$ cat src/qenc_pkg.sv
// constants and types for the quadrature encoder input stage
// Function
// - The rotation sense setting makes forward clockwise at 0 and counterclockwise at 1, and resets to 1.
// - The line count setting accepts 0 to 4096 and resets to 1024.
// - The line count is raw lines per revolution and the block counts every A and B edge, four per line.
// - One decoded position serves orientation, encoder feedback and vector control together.
// - The decoded position and index mark support stopping the spindle at a chosen angle.
package qenc_pkg;
   localparam int CLK_PERIOD_NS = 10;
   // glitch filter: a level must hold this long before it is believed
   localparam int FILTER_TIME_NS = 40;
   localparam int FILTER_CYCLES = (FILTER_TIME_NS + CLK_PERIOD_NS - 1) / CLK_PERIOD_NS;
   localparam int FILTER_CNT_W = $clog2(FILTER_CYCLES + 1);
   localparam int LINE_W = 13;
   localparam int POS_W = 14;
   localparam int EDGES_PER_LINE_LOG2 = 2;
   localparam logic [LINE_W-1:0] LINE_COUNT_RESET = 13'h0400;
   localparam logic [LINE_W-1:0] LINE_COUNT_MAX = 13'h1000;
   localparam logic SENSE_RESET = 1'b1;
   localparam logic SENSE_CW = 1'b0;
   localparam logic [POS_W-1:0] POS_ALL_ONES = 14'h3fff;
   // state vector is {a, b}; the listed order is the gray path with b leading
   typedef enum logic [1:0]
   {
      QS_00 = 2'b00,
      QS_01 = 2'b01,
      QS_11 = 2'b11,
      QS_10 = 2'b10
   } quad_state_t;
endpackage : qenc_pkg

$ cat src/phase_receiver.sv
// one encoder phase receiver: pair check and glitch filter
`timescale 1ns/1ps
module phase_receiver
   import qenc_pkg::*;
(
   input wire logic ref_clk, // system clock
   input wire logic rst, // synchronous reset, high
   input wire logic diff_mode, // 1: differential pair, 0: single-ended
   input wire logic true_in, // true line of the phase
   input wire logic inverse_in, // inverse line, unused when single-ended
   output logic level_out, // filtered phase level
   output logic fault_out // pair lines agree (broken or open line)
);
   logic [FILTER_CNT_W-1:0] cnt_ff;
   logic pair_bad;

   // an open inverse line reads the same as the true line
   assign pair_bad = diff_mode && (true_in == inverse_in);

   always_ff @(posedge ref_clk)
   begin
      if (rst)
      begin
         cnt_ff <= '0;
         level_out <= 1'b0;
      end
      else if (true_in == level_out)
         cnt_ff <= '0;
      else if (cnt_ff == FILTER_CNT_W'(FILTER_CYCLES - 1))
      begin
         cnt_ff <= '0;
         level_out <= true_in;
      end
      else
         cnt_ff <= cnt_ff + 1'b1;
   end

   always_ff @(posedge ref_clk)
   begin
      if (rst)
         fault_out <= 1'b0;
      else
         fault_out <= pair_bad;
   end
endmodule : phase_receiver

$ cat src/quadrature_encoder_input.sv
// quadrature decoder with rotation sense, line count and index capture
`timescale 1ns/1ps
module quadrature_encoder_input
   import qenc_pkg::*;
(
   input wire logic ref_clk, // system clock, 100 MHz
   input wire logic rst, // synchronous reset, high
   input wire logic diff_mode, // 1: differential receivers, 0: single-ended
   input wire logic phase_a_in, // encoder phase a
   input wire logic phase_a_inverse_in, // encoder phase a inverse
   input wire logic phase_b_in, // encoder phase b
   input wire logic phase_b_inverse_in, // encoder phase b inverse
   input wire logic index_in, // encoder index
   input wire logic index_inverse_in, // encoder index inverse
   input wire logic setting_wr, // one-cycle strobe loading rotation sense and an in-range line count
   input wire logic rotation_sense_wdata, // new rotation sense
   input wire logic [LINE_W-1:0] line_count_wdata, // new line count
   output logic rotation_sense_select, // current rotation sense
   output logic [LINE_W-1:0] encoder_line_count, // current line count
   output logic setting_reject, // pulse: line count above range was ignored
   output logic [POS_W-1:0] position, // shaft position in edges
   output logic direction_fwd, // last move was forward
   output logic count_strobe, // pulse: position moved
   output logic index_strobe, // pulse: index rising edge seen
   output logic [POS_W-1:0] index_position, // position at last index
   output logic index_seen, // an index has been seen since reset
   output logic phase_error, // pulse: a and b changed together
   output logic signal_fault // a receiver pair is broken
);
   logic a_lvl;
   logic b_lvl;
   logic z_lvl;
   logic a_flt;
   logic b_flt;
   logic z_flt;
   quad_state_t state_ff;
   quad_state_t cur_state;
   logic primed_ff;
   logic z_prev_ff;
   logic a_leads;
   logic b_leads;
   logic mv_fwd;
   logic mv_rev;
   logic line_ok;
   logic [POS_W-1:0] top_pos;
   logic [POS_W+1:0] span;

   // next state when a leads; b leading walks the same ring backwards
   function automatic quad_state_t a_lead_next(input quad_state_t s);
      unique case (s)
         QS_00: a_lead_next = QS_10;
         QS_10: a_lead_next = QS_11;
         QS_11: a_lead_next = QS_01;
         QS_01: a_lead_next = QS_00;
      endcase
   endfunction : a_lead_next

   phase_receiver rx_a
   (
      .ref_clk(ref_clk),
      .rst(rst),
      .diff_mode(diff_mode),
      .true_in(phase_a_in),
      .inverse_in(phase_a_inverse_in),
      .level_out(a_lvl),
      .fault_out(a_flt)
   );

   phase_receiver rx_b
   (
      .ref_clk(ref_clk),
      .rst(rst),
      .diff_mode(diff_mode),
      .true_in(phase_b_in),
      .inverse_in(phase_b_inverse_in),
      .level_out(b_lvl),
      .fault_out(b_flt)
   );

   phase_receiver rx_z
   (
      .ref_clk(ref_clk),
      .rst(rst),
      .diff_mode(diff_mode),
      .true_in(index_in),
      .inverse_in(index_inverse_in),
      .level_out(z_lvl),
      .fault_out(z_flt)
   );

   assign line_ok = (line_count_wdata <= LINE_COUNT_MAX);

   always_ff @(posedge ref_clk)
   begin
      if (rst)
         rotation_sense_select <= SENSE_RESET;
      else if (setting_wr)
         rotation_sense_select <= rotation_sense_wdata;
   end

   always_ff @(posedge ref_clk)
   begin
      if (rst)
         encoder_line_count <= LINE_COUNT_RESET;
      else if (setting_wr && line_ok)
         encoder_line_count <= line_count_wdata;
   end

   always_ff @(posedge ref_clk)
   begin
      if (rst)
         setting_reject <= 1'b0;
      else
         setting_reject <= setting_wr && !line_ok;
   end

   // four edges per line; zero lines leaves the count free-running over 14 bits
   assign span = {1'b0, encoder_line_count, {EDGES_PER_LINE_LOG2{1'b0}}};
   assign top_pos = (encoder_line_count == '0) ? POS_ALL_ONES : POS_W'(span - 1'b1);

   assign cur_state = quad_state_t'({a_lvl, b_lvl});
   assign a_leads = primed_ff && (cur_state == a_lead_next(state_ff));
   assign b_leads = primed_ff && (state_ff == a_lead_next(cur_state));
   // clockwise from the shaft end is a leading a
   assign mv_fwd = (rotation_sense_select == SENSE_CW) ? a_leads : b_leads;
   assign mv_rev = (rotation_sense_select == SENSE_CW) ? b_leads : a_leads;

   // first sample after reset only primes the decoder, it must not count
   always_ff @(posedge ref_clk)
   begin
      if (rst)
      begin
         state_ff <= QS_00;
         primed_ff <= 1'b0;
      end
      else
      begin
         state_ff <= cur_state;
         primed_ff <= 1'b1;
      end
   end

   // a settings load clears the position so it never sits above a new top
   always_ff @(posedge ref_clk)
   begin
      if (rst || setting_wr)
         position <= '0;
      else if (mv_fwd)
         position <= (position == top_pos) ? '0 : position + 1'b1;
      else if (mv_rev)
         position <= (position == '0) ? top_pos : position - 1'b1;
   end

   always_ff @(posedge ref_clk)
   begin
      if (rst)
      begin
         direction_fwd <= 1'b1;
         count_strobe <= 1'b0;
      end
      else
      begin
         count_strobe <= !setting_wr && (mv_fwd || mv_rev);
         if (!setting_wr && (mv_fwd || mv_rev))
            direction_fwd <= mv_fwd;
      end
   end

   always_ff @(posedge ref_clk)
   begin
      if (rst)
         phase_error <= 1'b0;
      else
         phase_error <= primed_ff && (cur_state != state_ff) && !a_leads && !b_leads;
   end

   always_ff @(posedge ref_clk)
   begin
      if (rst)
         signal_fault <= 1'b0;
      else
         signal_fault <= a_flt || b_flt || z_flt;
   end

   // index capture gives orientation a fixed angular reference
   always_ff @(posedge ref_clk)
   begin
      if (rst)
      begin
         z_prev_ff <= 1'b0;
         index_strobe <= 1'b0;
         index_position <= '0;
         index_seen <= 1'b0;
      end
      else
      begin
         z_prev_ff <= z_lvl;
         index_strobe <= z_lvl && !z_prev_ff;
         if (z_lvl && !z_prev_ff)
         begin
            index_position <= position;
            index_seen <= 1'b1;
         end
      end
   end

   a_sense_reset: assert property (@(posedge ref_clk)
      $past(rst) && !rst |-> rotation_sense_select == SENSE_RESET)
      else $error("rotation sense not at reset value");

   a_line_reset: assert property (@(posedge ref_clk)
      $past(rst) && !rst |-> encoder_line_count == LINE_COUNT_RESET)
      else $error("line count not at reset value");

   a_line_reject: assert property (@(posedge ref_clk) disable iff (rst)
      setting_wr && line_count_wdata > LINE_COUNT_MAX
      |=> setting_reject && $stable(encoder_line_count))
      else $error("out of range line count was taken");

   a_sense_dir: assert property (@(posedge ref_clk) disable iff (rst)
      !setting_wr && a_leads |=> count_strobe && (direction_fwd == !$past(rotation_sense_select)))
      else $error("direction does not follow rotation sense");

   a_span_top: assert property (@(posedge ref_clk) disable iff (rst)
      encoder_line_count != '0 |-> 16'(top_pos) + 16'd1 == 16'(encoder_line_count) * 16'd4)
      else $error("count span is not four edges per line");

   a_wrap_fwd: assert property (@(posedge ref_clk) disable iff (rst)
      !setting_wr && mv_fwd && position == top_pos |=> position == '0 ##1 1'b1)
      else $error("forward count did not wrap to zero");

   a_wrap_rev: assert property (@(posedge ref_clk) disable iff (rst)
      !setting_wr && mv_rev && position == '0 |=> position == $past(top_pos))
      else $error("reverse count did not wrap to top");

   a_strobe_moves: assert property (@(posedge ref_clk) disable iff (rst)
      count_strobe |-> position != $past(position))
      else $error("count strobe without a position change");

   a_index_take: assert property (@(posedge ref_clk) disable iff (rst)
      z_lvl && !z_prev_ff |=> index_strobe && index_seen && index_position == $past(position))
      else $error("index position not captured");
endmodule : quadrature_encoder_input

$ cat config.mk
export PLATFORM = sky130hd
export DESIGN_NAME = quadrature_encoder_input
export DESIGN_NICKNAME = d
export VERILOG_FILES = /design/src/qenc_pkg.sv /design/src/phase_receiver.sv /design/src/quadrature_encoder_input.sv
export SDC_FILE = /design/constraint.sdc
export NUM_CORES = 1
export LEC_CHECK = 0
export BUFFER_PORTS_ARGS = -buffer_cell sky130_fd_sc_hd__buf_2
export CAP_MARGIN = 15
export CORE_UTILIZATION = 25
export DETAILED_ROUTE_END_ITERATION = 8
export PLACE_DENSITY_LB_ADDON = 0.15
export RECOVER_POWER = 50
export SYNTH_ARGS = -nofsm -noshare
export SYNTH_HDL_FRONTEND = slang
export SYNTH_SLANG_ARGS = --single-unit
$ cat constraint.sdc
create_clock -name ref_clk -period 4.2 [get_ports ref_clk]
set_input_delay 0 -clock ref_clk [delete_from_list [all_inputs] [get_ports ref_clk]]
set_output_delay 0 -clock ref_clk [all_outputs]
set_load 0.005 [all_outputs]
# --- After elaboration in Yosys (flattened, before gate mapping) ---
# Index checks and enable logic that the tools add are counted.
totals:
  regBits: 68
  in_bits: 24
  output_inout_bits: 49
  word_cells: 94
op_classes:
  addsub: 6
  order_cmp: 1
  eq_ne: 19
  muxes: 10
  bitwise_logic: 3
  reduce_logical: 32
ops:
  columns: ["operator", "count"]
  rows:
  - ["14-bit 2-to-1 mux", 5]
  - ["14-bit by 1-bit subtractor with 14-bit output (second input constant)", 2]
  - ["2-bit case mux with 4 select lines", 2]
  - ["14-bit by 1-bit adder with 14-bit output (second input constant)", 1]
  - ["14-bit == test", 1]
  - ["14-bit zero test", 1]
  - ["13-bit <= comparator (second input constant)", 1]
  - ["13-bit zero test", 1]
  - ["1-bit logical AND", 12]
  - ["3-bit by 1-bit adder with 3-bit output (second input constant)", 3]
  - ["3-bit by 2-bit == test with 1-bit output (second input constant)", 3]
  - ["3-bit OR reduction", 3]
  - ["2-bit == test (second input constant)", 4]
  - ["1-bit == test", 6]
  - ["2-bit AND reduction", 3]
  - ["1-bit zero test", 5]
  - ["2-bit by 1-bit == test with 1-bit output (second input constant)", 2]
  - ["2-bit == test", 2]
  - ["2-bit zero test", 2]
  - ["1-bit logical OR", 4]
  - ["1-bit 2-to-1 mux", 3]
  - ["1-bit inverter", 3]
  - ["2-bit inequality test", 1]
  - ["2-bit nonzero test", 1]

# --- Logic depth before layout (Yosys ltp) ---
# Gate-level depths: netlist (run 1).
depth:
  depth_word: 7
  depth_mapped: 13
  ltp_nobuf: 10

# --- Cells and area by module ---
# A second synthesis (run 1) with hierarchy kept.
hier_totals:
  hier_cells: 511
  area_unflattened_um2: 4113.9
by_module_without_submodules:
  columns: ["mod", "instances", "cells_per_inst", "area_each_um2", "seq_area_each_um2"]
  rows:
  - ["quadrature_encoder_input", 1, 463, 3528.4, 1061.0]
  - ["phase_receiver", 3, 16, 195.2, 100.1]

# --- Worst setup path before layout (run 1) ---
# OpenSTA, ideal clock, no wires.
synth_timing:
  path_kind: "register to register"
  from: "reg encoder_line_count[0]"
  to: "reg position[7]"
  setup_time_ns: 0.122
  arrival_ns: 3.159
  t_required_ns: 4.078
  setup_slack_ns: 0.919
  stages_incl_launch_ff: 14
  path_buffers: 3
  synth_period_minus_slack_ns: 3.281
  cell_sequence: "dfxtp_1 clkbuf_1 inv_1 ha_1 buf_2 or4b_1 nand3b_1 nand4_1 a2111o_1 or4_1 clkbuf_1 nor3_2 a211oi_1 a311o_1"
synth_via:
  elab_chain_cells: 5
  elab_cells_between_ends: 8
  cone_classes: "add/sub (1); eq/ne (1); mux (5); reduce/logical (1)"
synth_lines:
  columns: ["item", "line_no", "source"]
  rows:
  - ["from (decl)", "quadrature_encoder_input.sv:19", "output logic [LINE_W-1:0] encoder_line_count,"]
  - ["from (signal assigned)", "quadrature_encoder_input.sv:106", "encoder_line_count <= line_count_wdata;"]
  - ["14-bit by 1-bit subtractor with 14-bit output / 13-bit zero test (equally long branches)", "quadrature_encoder_input.sv:119", "assign top_pos = (encoder_line_count == '0) ? POS_ALL_ONES : POS_W'(span - 1'b1);"]
  - ["14-bit 2-to-1 mux *", "quadrature_encoder_input.sv:119", null]
  - ["14-bit == test / 14-bit 2-to-1 mux (equally long branches)", "quadrature_encoder_input.sv:149, quadrature_encoder_input.sv:151", null]
  - ["14-bit 2-to-1 mux (on tied branches)", "quadrature_encoder_input.sv:149, quadrature_encoder_input.sv:150", null]
  - ["14-bit 2-to-1 mux *", "quadrature_encoder_input.sv:148", "else if (mv_fwd)"]
  - ["to (signal assigned)", "quadrature_encoder_input.sv:149", "position <= (position == top_pos) ? '0 : position + 1'b1;"]
  - ["to (signal assigned)", "quadrature_encoder_input.sv:151", "position <= (position == '0) ? top_pos : position - 1'b1;"]
  - ["to (decl)", "quadrature_encoder_input.sv:21", "output logic [POS_W-1:0] position,"]
# Every way passes the cells marked *; elsewhere a longest branch is shown, timed or not. The select of a mux whose other input is x is not followed.
# A chain may end at the register's enable or synchronous reset.

# --- Worst setup path in the final report (run 1) ---
# Ends and elaborated chain as after synthesis.

==> results.tsv, run 1 <==
stage	metric	value	unit
run_status	status	complete, but fails checks	
run_status	violations	capacitance limit, slew limit	
route	routed_wl	13200	um
synthesis	yosys-top-cells-area	dfxtp_1 34%, nand2_1 5.3%, mux2i_1 4.5%, nor2_1 4.3%, xnor2_1 3.5%	
clock_network	root_buffer	clkbuf_16	
pwr	power_density	324	mW/mm^2
route	drc	0	
synthesis	syn_area_per_cell	7.97	um^2
global_route	grt_pass1_wl	21400	um
worst_setup_path	start_kind	flop	
place	place_area	0.00452	mm^2
route	dr.pass1.iters	7	
worst_setup_path	critPathKind	flop to flop	
die	dieHeight	129	um
synthesis	ys_seq_area_frac	0.339	
route	via_count	4056	
run	drv_cap	1	
clock_network	htreeDepth	3	
sta	setup_violations	0	
sta	fmax	0.278	GHz
route	drtIter0Drc	307	
worst_setup_path	max_stage_delay	570	ps
die	die_area	0.0166	mm^2
worst_setup_path	required	4420	ps
worst_setup_path	crit_path_end_kind	flop	
clock_network	clock_latency	340	ps
global_route	antenna_found_initial	0	
synthesis	yosysTopAreaCellShare	0.339	
sta	tns	0	ps
finish	antenna_cells	0	
finish	final_layout_size_suffix_gt1_frac	0.127	
place	port_buffers	72	
synthesis	yosysUniqueCellTypes	61	
finish	stdcell_area	0.00500	mm^2
worst_setup_path	critPathArrivalTime	3810	ps
synthesis	synth-edff-count	0	
route	final_antenna_net_count	0	
worst_setup_path	cp_num_buf_inv	1	
synthesis	syn-cell-area	0.00402	mm^2
clock_network	cts_sinks	68	
sta	finalClockSkew	6.03	ps
worst_setup_path	cp_top_family	simple AND/OR/NAND/NOR gates	
sta	hold_viol	0	
die	coreArea	0.0154	mm^2
clock_network	clk_pin_slew	60	ps
sta	fin_hold_ws	8.01	ps
hold_path	hp-class	primary input to flop	
die	rows	45	
pwr	p_leak	0.00199	uW
synthesis	syn_inst	504	
clock_network	cts_resized	0	
route	wl_per_cell	16.7	um
worst_setup_path	worstPathCellList	inv_1, ha_1, or4b_1, nand3b_1, nand4_1, a2111o_1, or4_1, nor3_2, a211oi_1, a311o_1	
finish	nets	613	
synthesis	synth_top_area_cell	dfxtp_1	
sta	period_share	0.855	
global_route	grt-ovfl-total	0	
synthesis	ys_warn_count	0	
sta	worstMarginPinSlew	1780	ps
place	gp_congestion	0.877	
finish	syn_to_final_growth	24.5	%
synthesis	syn-num-nets	538	
sta	rsz0062_at_grt	no	
global_route	grt_usage	0.168	
finish	final_core_util	0.324	
place	dpl.hpwl	9500	um
synthesis	synthArstFlopShare	0	
clock_network	max-clock-path-buffers	2	
global_route	grt_pass1_vias	4040	
worst_setup_path	path_max_fanout	10	
sta	maxSlewViolCount	41	
finish	final_cell_mix	68 x dfxtp_1, 57 x nand2_1, 48 x buf_2	
synthesis	synth_top_flop_cell	dfxtp_1	
synthesis	ys_ff_latch	68	
finish	mostFrequentLayoutCell	dfxtp_1	
clock_network	cts_tree	yes	
die	io_pins	73	
die	die_x	129	um
clock_network	cts_buffers	9	
sta	period_needed	3590	ps
sta	slew_headroom	-0.189	
die	start_util	0.260	
worst_setup_path	crit_slowest_cell	or4b_1	
global_route	grt_start_max_net_pins	41	
route	viasPerCell	5.10	
pwr	vdd_drop_max	0.000149	V
## where the power goes
| part | switching, uW | total (uW) | internal [uW] |
|---|---|---|---|
| Sequential | 21.9 | 682 | 661 |
| Combinational | 137 | 241 | 104 |
| Clock | 293 | 694 | 402 |
## logic make-up (layout without fill, tap and decap cells)
kind of cell / Yosys count / after routing / share of synthesized area
simple gates: 223 / 223 / 0.285
compound gates: 100 / 100 / 0.175
flops: 68 / 68 / 0.339
xor+xnor: 30 / 30 / 0.0689
buf+inv: 55 / 135 / 0.0564
mux: 18 / 18 / 0.0449
fa+ha+maj: 10 / 10 / 0.0312
## registers in the layout, summed over array words and instances, names as in the netlist, 2 cells and up
name / count
rx_a.cnt_ff: 3
rx_b.cnt_ff: 3
position: 14
state_ff: 2
encoder_line_count: 13
rx_z.cnt_ff: 3
index_position: 14
## metal layers
| metal | global-route usage | share of wire |
|---|---|---|
| met1 | 0.214 | 0.44 |
| met5 | 0 | 0 |
| met4 | 0.0747 | 0.022 |
| met3 | 0.0470 | 0.077 |
| met2 | 0.263 | 0.46 |
## worst reg2reg max path: stages (launching register included)
cell and delay (ps):
dfxtp_1 400, inv_1 140, ha_1 320, or4b_1 570
nand3b_1 130, nand4_1 110, a2111o_1 390, or4_1 560
nor3_2 430, a211oi_1 90, a311o_1 340
## cell type report
type	count	area, um^2
sequential	68	1360
fill	1680	10400
timing repair buffer	105	624
multi-input combinational	381	2430
tap	211	264
clock buffer	11	233
clock inverter	5	37.5
inverter	14	52.6
## metrics by stage
| stage | instances | power [uW] | setup WS, ps |
|---|---|---|---|
| after floorplan | 504 | 851 | 919 |
| after global placement | 753 | 917 | 751 |
| after detailed placement | 753 | 917 | 645 |
| after CTS | 795 | 1640 | 638 |
| after global routing | 795 | 1690 | 408 |
| final | 795 | 1620 | 608 |
## final timing paths
kind | from | endpoint | slack (ps) | cells past startpoint
setup reg to reg | encoder_line_count[0] | position[7] | 610 | 10
hold reg to reg | rx_b.cnt_ff[0] | rx_b.cnt_ff[0] | 420 | 1
hold / removal | setting_wr | direction_fwd | 8 | 2
setup / recovery | encoder_line_count[0] | position[7] | 610 | 10
## synth_stat cells (all sizes together), types with 9 or more instances
| cell | number |
|---|---|
| ha | 10 |
| nor3 | 22 |
| clkbuf | 35 |
| or4 | 9 |
| a21oi | 25 |
| nor4 | 10 |
| xnor2 | 16 |
| o21ai | 18 |
| dfxtp | 68 |
| nand2 | 57 |
| nor2 | 46 |
| nand3 | 23 |
| mux2i | 18 |
| or3 | 9 |
| inv | 14 |
| xor2 | 13 |
## what timing repair did
item / in CTS / in global routing
hold buffers: 26 / 0
endpoints found under the hold margin: 21 / 0
setup buffers: 0 / 0
No activity file was read; power rests on OpenSTA's default activity.
==> inputs of run 2 (changes only) <==
SYNTH_HIERARCHICAL = 1   (was default)
==> run 2 against run 1 <==
  * The flow still finishes with violations (capacitance limit, slew limit)
  * Worst setup slack gained 280 ps
  * Core utilization decreased by 0.80 points
  * Die area rose by 2.4%
  * Clock-buffer cell count increased by 1
  * Routed wire length grew 0.51%
  * Synthesized area grew 2.5%
  * Non-clock buffer count decreased by 6
  * Via count up 2.5%
  * Combinational power grew 5%
  * Sequential share of layout area down 0.31 points
==> results.tsv, run 2 <==
stage	metric	value	unit	change
run_status	status	complete, but fails checks		unchanged
run_status	violations	capacitance limit, slew limit		unchanged
finish	final_cell_mix	68 x dfxtp_1, 58 x nand2_1, 43 x buf_2		was 68 x dfxtp_1, 57 x nand2_1, 48 x buf_2
place	port_buffers	72		unchanged
synthesis	yosysTopAreaCellShare	0.331		was 0.339
route	viasPerCell	5.16		was 5.10
synthesis	syn-cell-area	0.00411	mm^2	was 0.00402 mm^2
run	drv_cap	1		unchanged
clock_network	cts_resized	0		unchanged
finish	mostFrequentLayoutCell	dfxtp_1		unchanged
worst_setup_path	worstPathCellList	inv_1, ha_1, nor3b_1, nand4_1, a21boi_0, o221ai_1, nor4_1, a31o_2, a21oi_1, a311o_1		was inv_1, ha_1, or4b_1, nand3b_1, nand4_1, a2111o_1, or4_1, nor3_2, a211oi_1, a311o_1
die	rows	46		was 45
global_route	antenna_found_initial	0		unchanged
worst_setup_path	critPathKind	flop to flop		unchanged
die	io_pins	73		unchanged
synthesis	yosysUniqueCellTypes	69		was 61
global_route	grt_pass1_vias	3992		was 4040
sta	slew_headroom	-0.518		was -0.189
hold_path	hold_depth	3		was 2
synthesis	syn-num-nets	545		was 538
synthesis	synthArstFlopShare	0		unchanged
hold_path	hold_start	index_inverse_in		was setting_wr
worst_setup_path	r2r_end	position[4]		was position[7]
worst_setup_path	required	4420	ps	about the same
die	dieHeight	130	um	was 129 um
die	start_util	0.257		was 0.260
finish	antenna_cells	0		unchanged
synthesis	ys_seq_area_frac	0.331		was 0.339
synthesis	syn_area_per_cell	8.05	um^2	was 7.97 um^2
synthesis	yosys-top-cells-area	dfxtp_1 33%, nand2_1 5.3%, mux2i_1 4.9%, a21oi_1 4.6%, nor2_1 3.6%		was dfxtp_1 34%, nand2_1 5.3%, mux2i_1 4.5%, nor2_1 4.3%, xnor2_1 3.5%
finish	stdcell_area	0.00506	mm^2	was 0.00500 mm^2
synthesis	ys_ff_latch	68		unchanged
worst_setup_path	path_max_fanout	8		was 10
worst_setup_path	critPathArrivalTime	3530	ps	was 3810 ps
clock_network	cts_sinks	68		unchanged
sta	rsz0062_at_grt	no		unchanged
pwr	vdd_drop_max	0.000240	V	was 0.000149 V
route	drc	0		unchanged
place	gp_congestion	0.832		was 0.877
clock_network	clk_pin_slew	60	ps	about the same
worst_setup_path	start_kind	flop		unchanged
finish	nets	618		was 613
clock_network	cts_tree	yes		unchanged
global_route	grt-ovfl-total	0		unchanged
sta	period_share	0.789		was 0.855
route	drtIter0Drc	316		was 307
global_route	grt_pass1_wl	21400	um	about the same
worst_setup_path	crit_path_end_kind	flop		unchanged
pwr	power_density	323	mW/mm^2	was 324 mW/mm^2
global_route	top_usage_layer	met2		unchanged
die	coreArea	0.0160	mm^2	was 0.0154 mm^2
global_route	grt_start_max_net_pins	50		was 41
route	dr.pass1.iters	5		was 7
synthesis	synth-edff-count	0		unchanged
sta	setup_violations	0		unchanged
route	wl_per_cell	16.5	um	was 16.7 um
route	via_count	4157		was 4056
clock_network	clock_latency	340	ps	about the same
place	dpl.hpwl	9760	um	was 9500 um
synthesis	synth_top_area_cell	dfxtp_1		unchanged
worst_setup_path	reg2reg_depth	10		unchanged
die	die_x	130	um	was 129 um
clock_network	htreeDepth	3		unchanged
clock_network	root_buffer	clkbuf_16		unchanged
worst_setup_path	crit_slowest_cell	nor3b_1		was or4b_1
die	die_area	0.0170	mm^2	was 0.0166 mm^2
global_route	grt_use_met3	0.0451		was 0.0470
finish	reg_top3	index_position x14, position x14, encoder_line_count x13		unchanged
sta	hold_viol	0		unchanged
finish	final_layout_size_suffix_gt1_frac	0.141		was 0.127
sta	fmax	0.302	GHz	was 0.278 GHz
global_route	met1_usage	0.202		was 0.214
sta	maxSlewViolCount	50		was 41
synthesis	ys_warn_count	6		was 0
global_route	grt_usage	0.165		was 0.168
synthesis	yosysMostFrequentCell	dfxtp_1		unchanged
place	place_area	0.00465	mm^2	was 0.00452 mm^2
global_route	grtUsageMet2	0.267		was 0.263
clock_network	post_cts_buffers	0		unchanged
sta	period_needed	3310	ps	was 3590 ps
pwr	p_leak	0.00190	uW	was 0.00199 uW
synthesis	ys_top_cells_by_count	68 x dfxtp_1, 58 x nand2_1, 40 x nor2_1		was 68 x dfxtp_1, 57 x nand2_1, 46 x nor2_1
sta	finalClockSkew	7.20	ps	was 6.03 ps
hold_path	hp-class	primary input to flop		unchanged
clock_network	max-clock-path-buffers	2		unchanged
synthesis	synth_top_flop_cell	dfxtp_1		unchanged
clock_network	cts_buffers	9		unchanged
place	dp.cells	769		was 753
worst_setup_path	r2r-start	encoder_line_count[0]		unchanged
sta	tns	0	ps	unchanged
worst_setup_path	max_stage_delay	540	ps	was 570 ps
finish	syn_to_final_growth	22.9	%	was 24.5%
finish	finalNonFillerCells	805		was 795
sta	worstMarginPinSlew	2280	ps	was 1780 ps
route	final_antenna_net_count	0		unchanged
worst_setup_path	r2r_setup_slack	890	ps	was 610 ps
route	routed_wl	13300	um	was 13200 um
synthesis	syn_inst	511		was 504
worst_setup_path	setup.worst_path.start	encoder_line_count[0]		unchanged
hold_path	hold-path-endpoint	rx_z/fault_out		was direction_fwd
## run 2: changes by cell type after synthesis, sizes merged, moves of 5 or more
cell | previous run | this run
a21oi | 25 | 38
nor3b | 3 | 9
xor2 | 13 | 7
nor3 | 22 | 13
o221ai | 0 | 5
nor4 | 10 | 21
nor2 | 46 | 41
a211o | 8 | 1
## run 2: layout make-up
type	instances	area, um^2
fill	1744	10900
multi-input combinational	390	2530
sequential	68	1360
timing repair buffer	99	566
tap	216	270
clock buffer	12	246
inverter	16	60.1
clock inverter	4	25.0
## run 2: kinds of logic (layout without fill, tap and decap cells)
kind of cell	after synthesis	count (layout)	synth area share
AOI/OAI and AO/OA	119	119	0.191
buffers and inverters	53	131	0.0514
DFF	68	68	0.331
muxes	21	21	0.0514
xor gates and xnor gates	21	21	0.0447
and+or+nand+nor	219	219	0.300
adders and majority gates	10	10	0.0304
## run 2: how the worst max path moves through the flow
stage	cells after the start	slack, ps	end
floorplan	10	1440	position[3]
global placement	8	1010	position[11]
detailed placement	10	940	position[4]
CTS	10	920	position[4]
global route	10	480	position[4]
finish	10	890	position[4]
## run 2: critical path, delay by kind of cell, from the launching register on
family | cells | cell delay, ps
simple gates | 3 | 1370
compound gates | 5 | 1170
flops | 1 | 380
fa+ha+maj | 1 | 160
buf+inv | 1 | 120
## run 2: power by group
| part | switching [uW] | internal [uW] |
|---|---|---|
| sequential | 20.6 | 659 |
| clock | 287 | 414 |
| combinational | 147 | 105 |
| total | 455 | 1180 |
## run 2: what timing repair did
item	CTS	global route
hold buffers	20	0
setup endpoints to repair	0	0
endpoints found under the hold margin	21	0
## run 2: metal layers
layer | up-vias | wire [um]
li1 | 2024 | -
met1 | 1976 | 5910
met2 | 127 | 6250
met3 | 30 | 788
met4 | 0 | 356
met5 | - | 0
## run 2: through the flow
step                utilization  power (uW)  worst slack [ps]  hold WS (ps)
floorplan                     -         859              1440          72.4
global placement          0.290         933              1010           214
detailed placement        0.290         932               939           223
CTS                       0.320        1660               921          26.2
global route              0.316        1720               482          49.3
finish                    0.316        1630               886          27.7
==> inputs of run 3 (changes only) <==
clock period = 3.4 ns   (was 4.2 ns; I/O delays follow)
==> run 3 against run 2 <==
  * The run still ends with capacitance limit, slew limit left
  * Cell count increased by 2.5%
  * Clock-buffer cell count increased by 3
  * Via count increased by 0.22%
  * Non-clock buffer count increased by 20
  * Global-route usage increased by 0.49 points
  * Die area unchanged
  * Routed wire length increased by 2.7%
  * Core utilization increased by 1.1 points
  * First-iteration DRC count decreased by 3.5%
==> results.tsv, run 3 (synthesis gave the netlist of run 2 again) <==
stage	metric	value	unit	change
run_status	status	complete, but fails checks		unchanged
run_status	violations	capacitance limit, slew limit		unchanged
die	coreArea	0.0160	mm^2	unchanged
pwr	p_int	1510	uW	was 1180 uW
clock_network	cts_tree	yes		unchanged
global_route	grt_pass1_wl	21600	um	was 21400 um
place	dpl.hpwl	10300	um	was 9760 um
sta	period_needed	3090	ps	was 3310 ps
finish	nFillCells	1787		was 1744
sta	setup_violations	0		unchanged
sta	rsz0062_at_grt	no		unchanged
clock_network	cts_sinks	68		unchanged
pwr	clockPowerShare	0.432		was 0.429
finish	final_core_util	0.327		was 0.316
global_route	grt_start_max_net_pins	48		was 50
finish	mostFrequentLayoutCell	dfxtp_1		unchanged
die	start_util	0.257		unchanged
clock_network	cts_buffers	9		unchanged
pwr	p_sw	553	uW	was 455 uW
pwr	p_leak	0.00201	uW	was 0.00190 uW
worst_setup_path	critPathArrivalTime	3300	ps	was 3530 ps
route	final_antenna_net_count	0		unchanged
route	viasPerCell	5.05		was 5.16
route	via_count	4166		was 4157
finish	final_layout_size_suffix_gt1_frac	0.171		was 0.141
finish	final_cell_mix	68 x dfxtp_1, 58 x nand2_1, 48 x buf_2		was 68 x dfxtp_1, 58 x nand2_1, 43 x buf_2
clock_network	htreeDepth	3		unchanged
worst_setup_path	path_max_fanout	10		was 8
route	drc	0		unchanged
worst_setup_path	reg2reg_depth	11		was 10
hold_path	hp-class	primary input to flop		unchanged
worst_setup_path	start_kind	flop		unchanged
global_route	antenna_found_initial	0		unchanged
pwr	power_density	395	mW/mm^2	was 323 mW/mm^2
global_route	grt_pass1_vias	3877		was 3992
route	dr.pass1.iters	4		was 5
clock_network	root_buffer	clkbuf_16		unchanged
clock_network	clk_pin_slew	50	ps	was 60 ps
worst_setup_path	required	3620	ps	was 4420 ps
place	dp_worst_setup_slack	223	ps	was 939 ps
finish	finalNonFillerCells	825		was 805
clock_network	max-clock-path-buffers	2		unchanged
sta	period_share	0.907		was 0.789
pwr	switching_share	0.268		was 0.278
die	rows	46		unchanged
sta	tns	0	ps	unchanged
die	dieHeight	130	um	unchanged
sta	slew_headroom	-0.443		was -0.518
die	die_x	130	um	unchanged
sta	maxSlewViolCount	48		was 50
die	io_pins	73		unchanged
global_route	grt_usage	0.169		was 0.165
place	port_buffers	72		unchanged
die	die_area	0.0170	mm^2	unchanged
sta	fmax	0.324	GHz	was 0.302 GHz
pwr	total_power	2060	uW	was 1630 uW
sta	hold_viol	0		unchanged
place	dp.cells	789		was 769
finish	nets	638		was 618
global_route	grt-ovfl-total	0		unchanged
place	gp_congestion	0.867		was 0.832
route	routed_wl	13700	um	was 13300 um
route	drtIter0Drc	305		was 316
pwr	pwr-share-seq	0.403		was 0.417
finish	syn_to_final_growth	27.0	%	was 22.9%
sta	finalWorstSetupSlack	315	ps	was 886 ps
pwr	combPwrFrac	0.165		was 0.154
sta	worstMarginPinSlew	2160	ps	was 2280 ps
hold_path	hold_depth	2		was 3
worst_setup_path	critPathKind	flop to flop		unchanged
pwr	vdd_drop_max	0.000312	V	was 0.000240 V
clock_network	clock_latency	340	ps	about the same
clock_network	post_cts_buffers	0		unchanged
sta	finalClockSkew	5.95	ps	was 7.20 ps
route	wl_per_cell	16.6	um	was 16.5 um
run	drv_cap	1		unchanged
worst_setup_path	crit_path_end_kind	flop		unchanged
finish	antenna_cells	0		unchanged
finish	reg_top3	index_position x14, position x14, encoder_line_count x13		unchanged
==> run 3: cell count changes in the layout (fill, tap and decap cells not counted), moves of 2 or more <==
cell | previous run | this run
buf_2 | 43 | 48
nor3b_1 | 8 | 6
buf_4 | 4 | 17
clkbuf_1 | 34 | 36
clkbuf_8 | 1 | 3
clkinvlp_4 | 2 | 0
==> run 3: power by group through the flow <==
stage,combinational [uW],clock (uW),sequential [uW]
final,341,891,831
after global routing,374,966,833
after CTS,340,928,830
after detailed placement,321,0,848
after global placement,325,0,847
after floorplan,217,0,844
==> run 3: layout make-up <==
type,count,area (um^2),share of cell area
Clock buffer,15,278,0.0531
Clock inverter,1,5.00,0.000958
Inverter,16,60.1,0.0115
Multi-Input combinational cell,390,2560,0.489
Sequential cell,68,1360,0.260
Tap cell,216,270,0.0517
Timing Repair Buffer,119,696,0.133
==> run 3: worst paths after layout <==
| path | start | end | slack, ps |
|---|---|---|---|
| setup / recovery | encoder_line_count[4] | position[3] | 310 |
| hold / removal | setting_wr | setting_reject | 20 |
| setup reg to reg | encoder_line_count[4] | position[3] | 310 |
| hold reg to reg | rx_z/cnt_ff[0] | rx_z/cnt_ff[0] | 430 |
==> run 3: what timing repair did <==
action | 4_1_cts | 5_1_grt
resized for setup | 0 | 4
endpoints found under the hold margin | 21 | 0
hold buffers | 20 | 0
endpoints found under the setup margin | 0 | 7
==> run 3: per-stage QoR <==
| step | hold slack, ps | cell area [um^2] |
|---|---|---|
| final | 24.2 | 5230 |
| after CTS | 18.3 | 5280 |
| after detailed placement | 231 | 4800 |
| after floorplan | 72.4 | 4110 |
| after global routing | 33.2 | 5230 |
| after global placement | 215 | 4800 |
==> run 3: critical path, stage by stage, from the launching register on <==
cell	delay (ps)
dfxtp_1	320
clkbuf_1	370
nor4_2	100
buf_4	190
nand4_1	200
buf_4	170
a21oi_1	100
or4_4	560
nor4_4	340
nand4_4	220
o21ai_4	270
o22ai_1	120
==> run 3: layer usage <==
layer | share of wire | vias to the layer above | global-route usage
met2 | 0.47 | 117 | 0.279
met3 | 0.048 | 24 | 0.0349
li1 | - | 2054 | -
met1 | 0.45 | 1971 | 0.214
met4 | 0.026 | 0 | 0.0725
met5 | 0 | - | 0
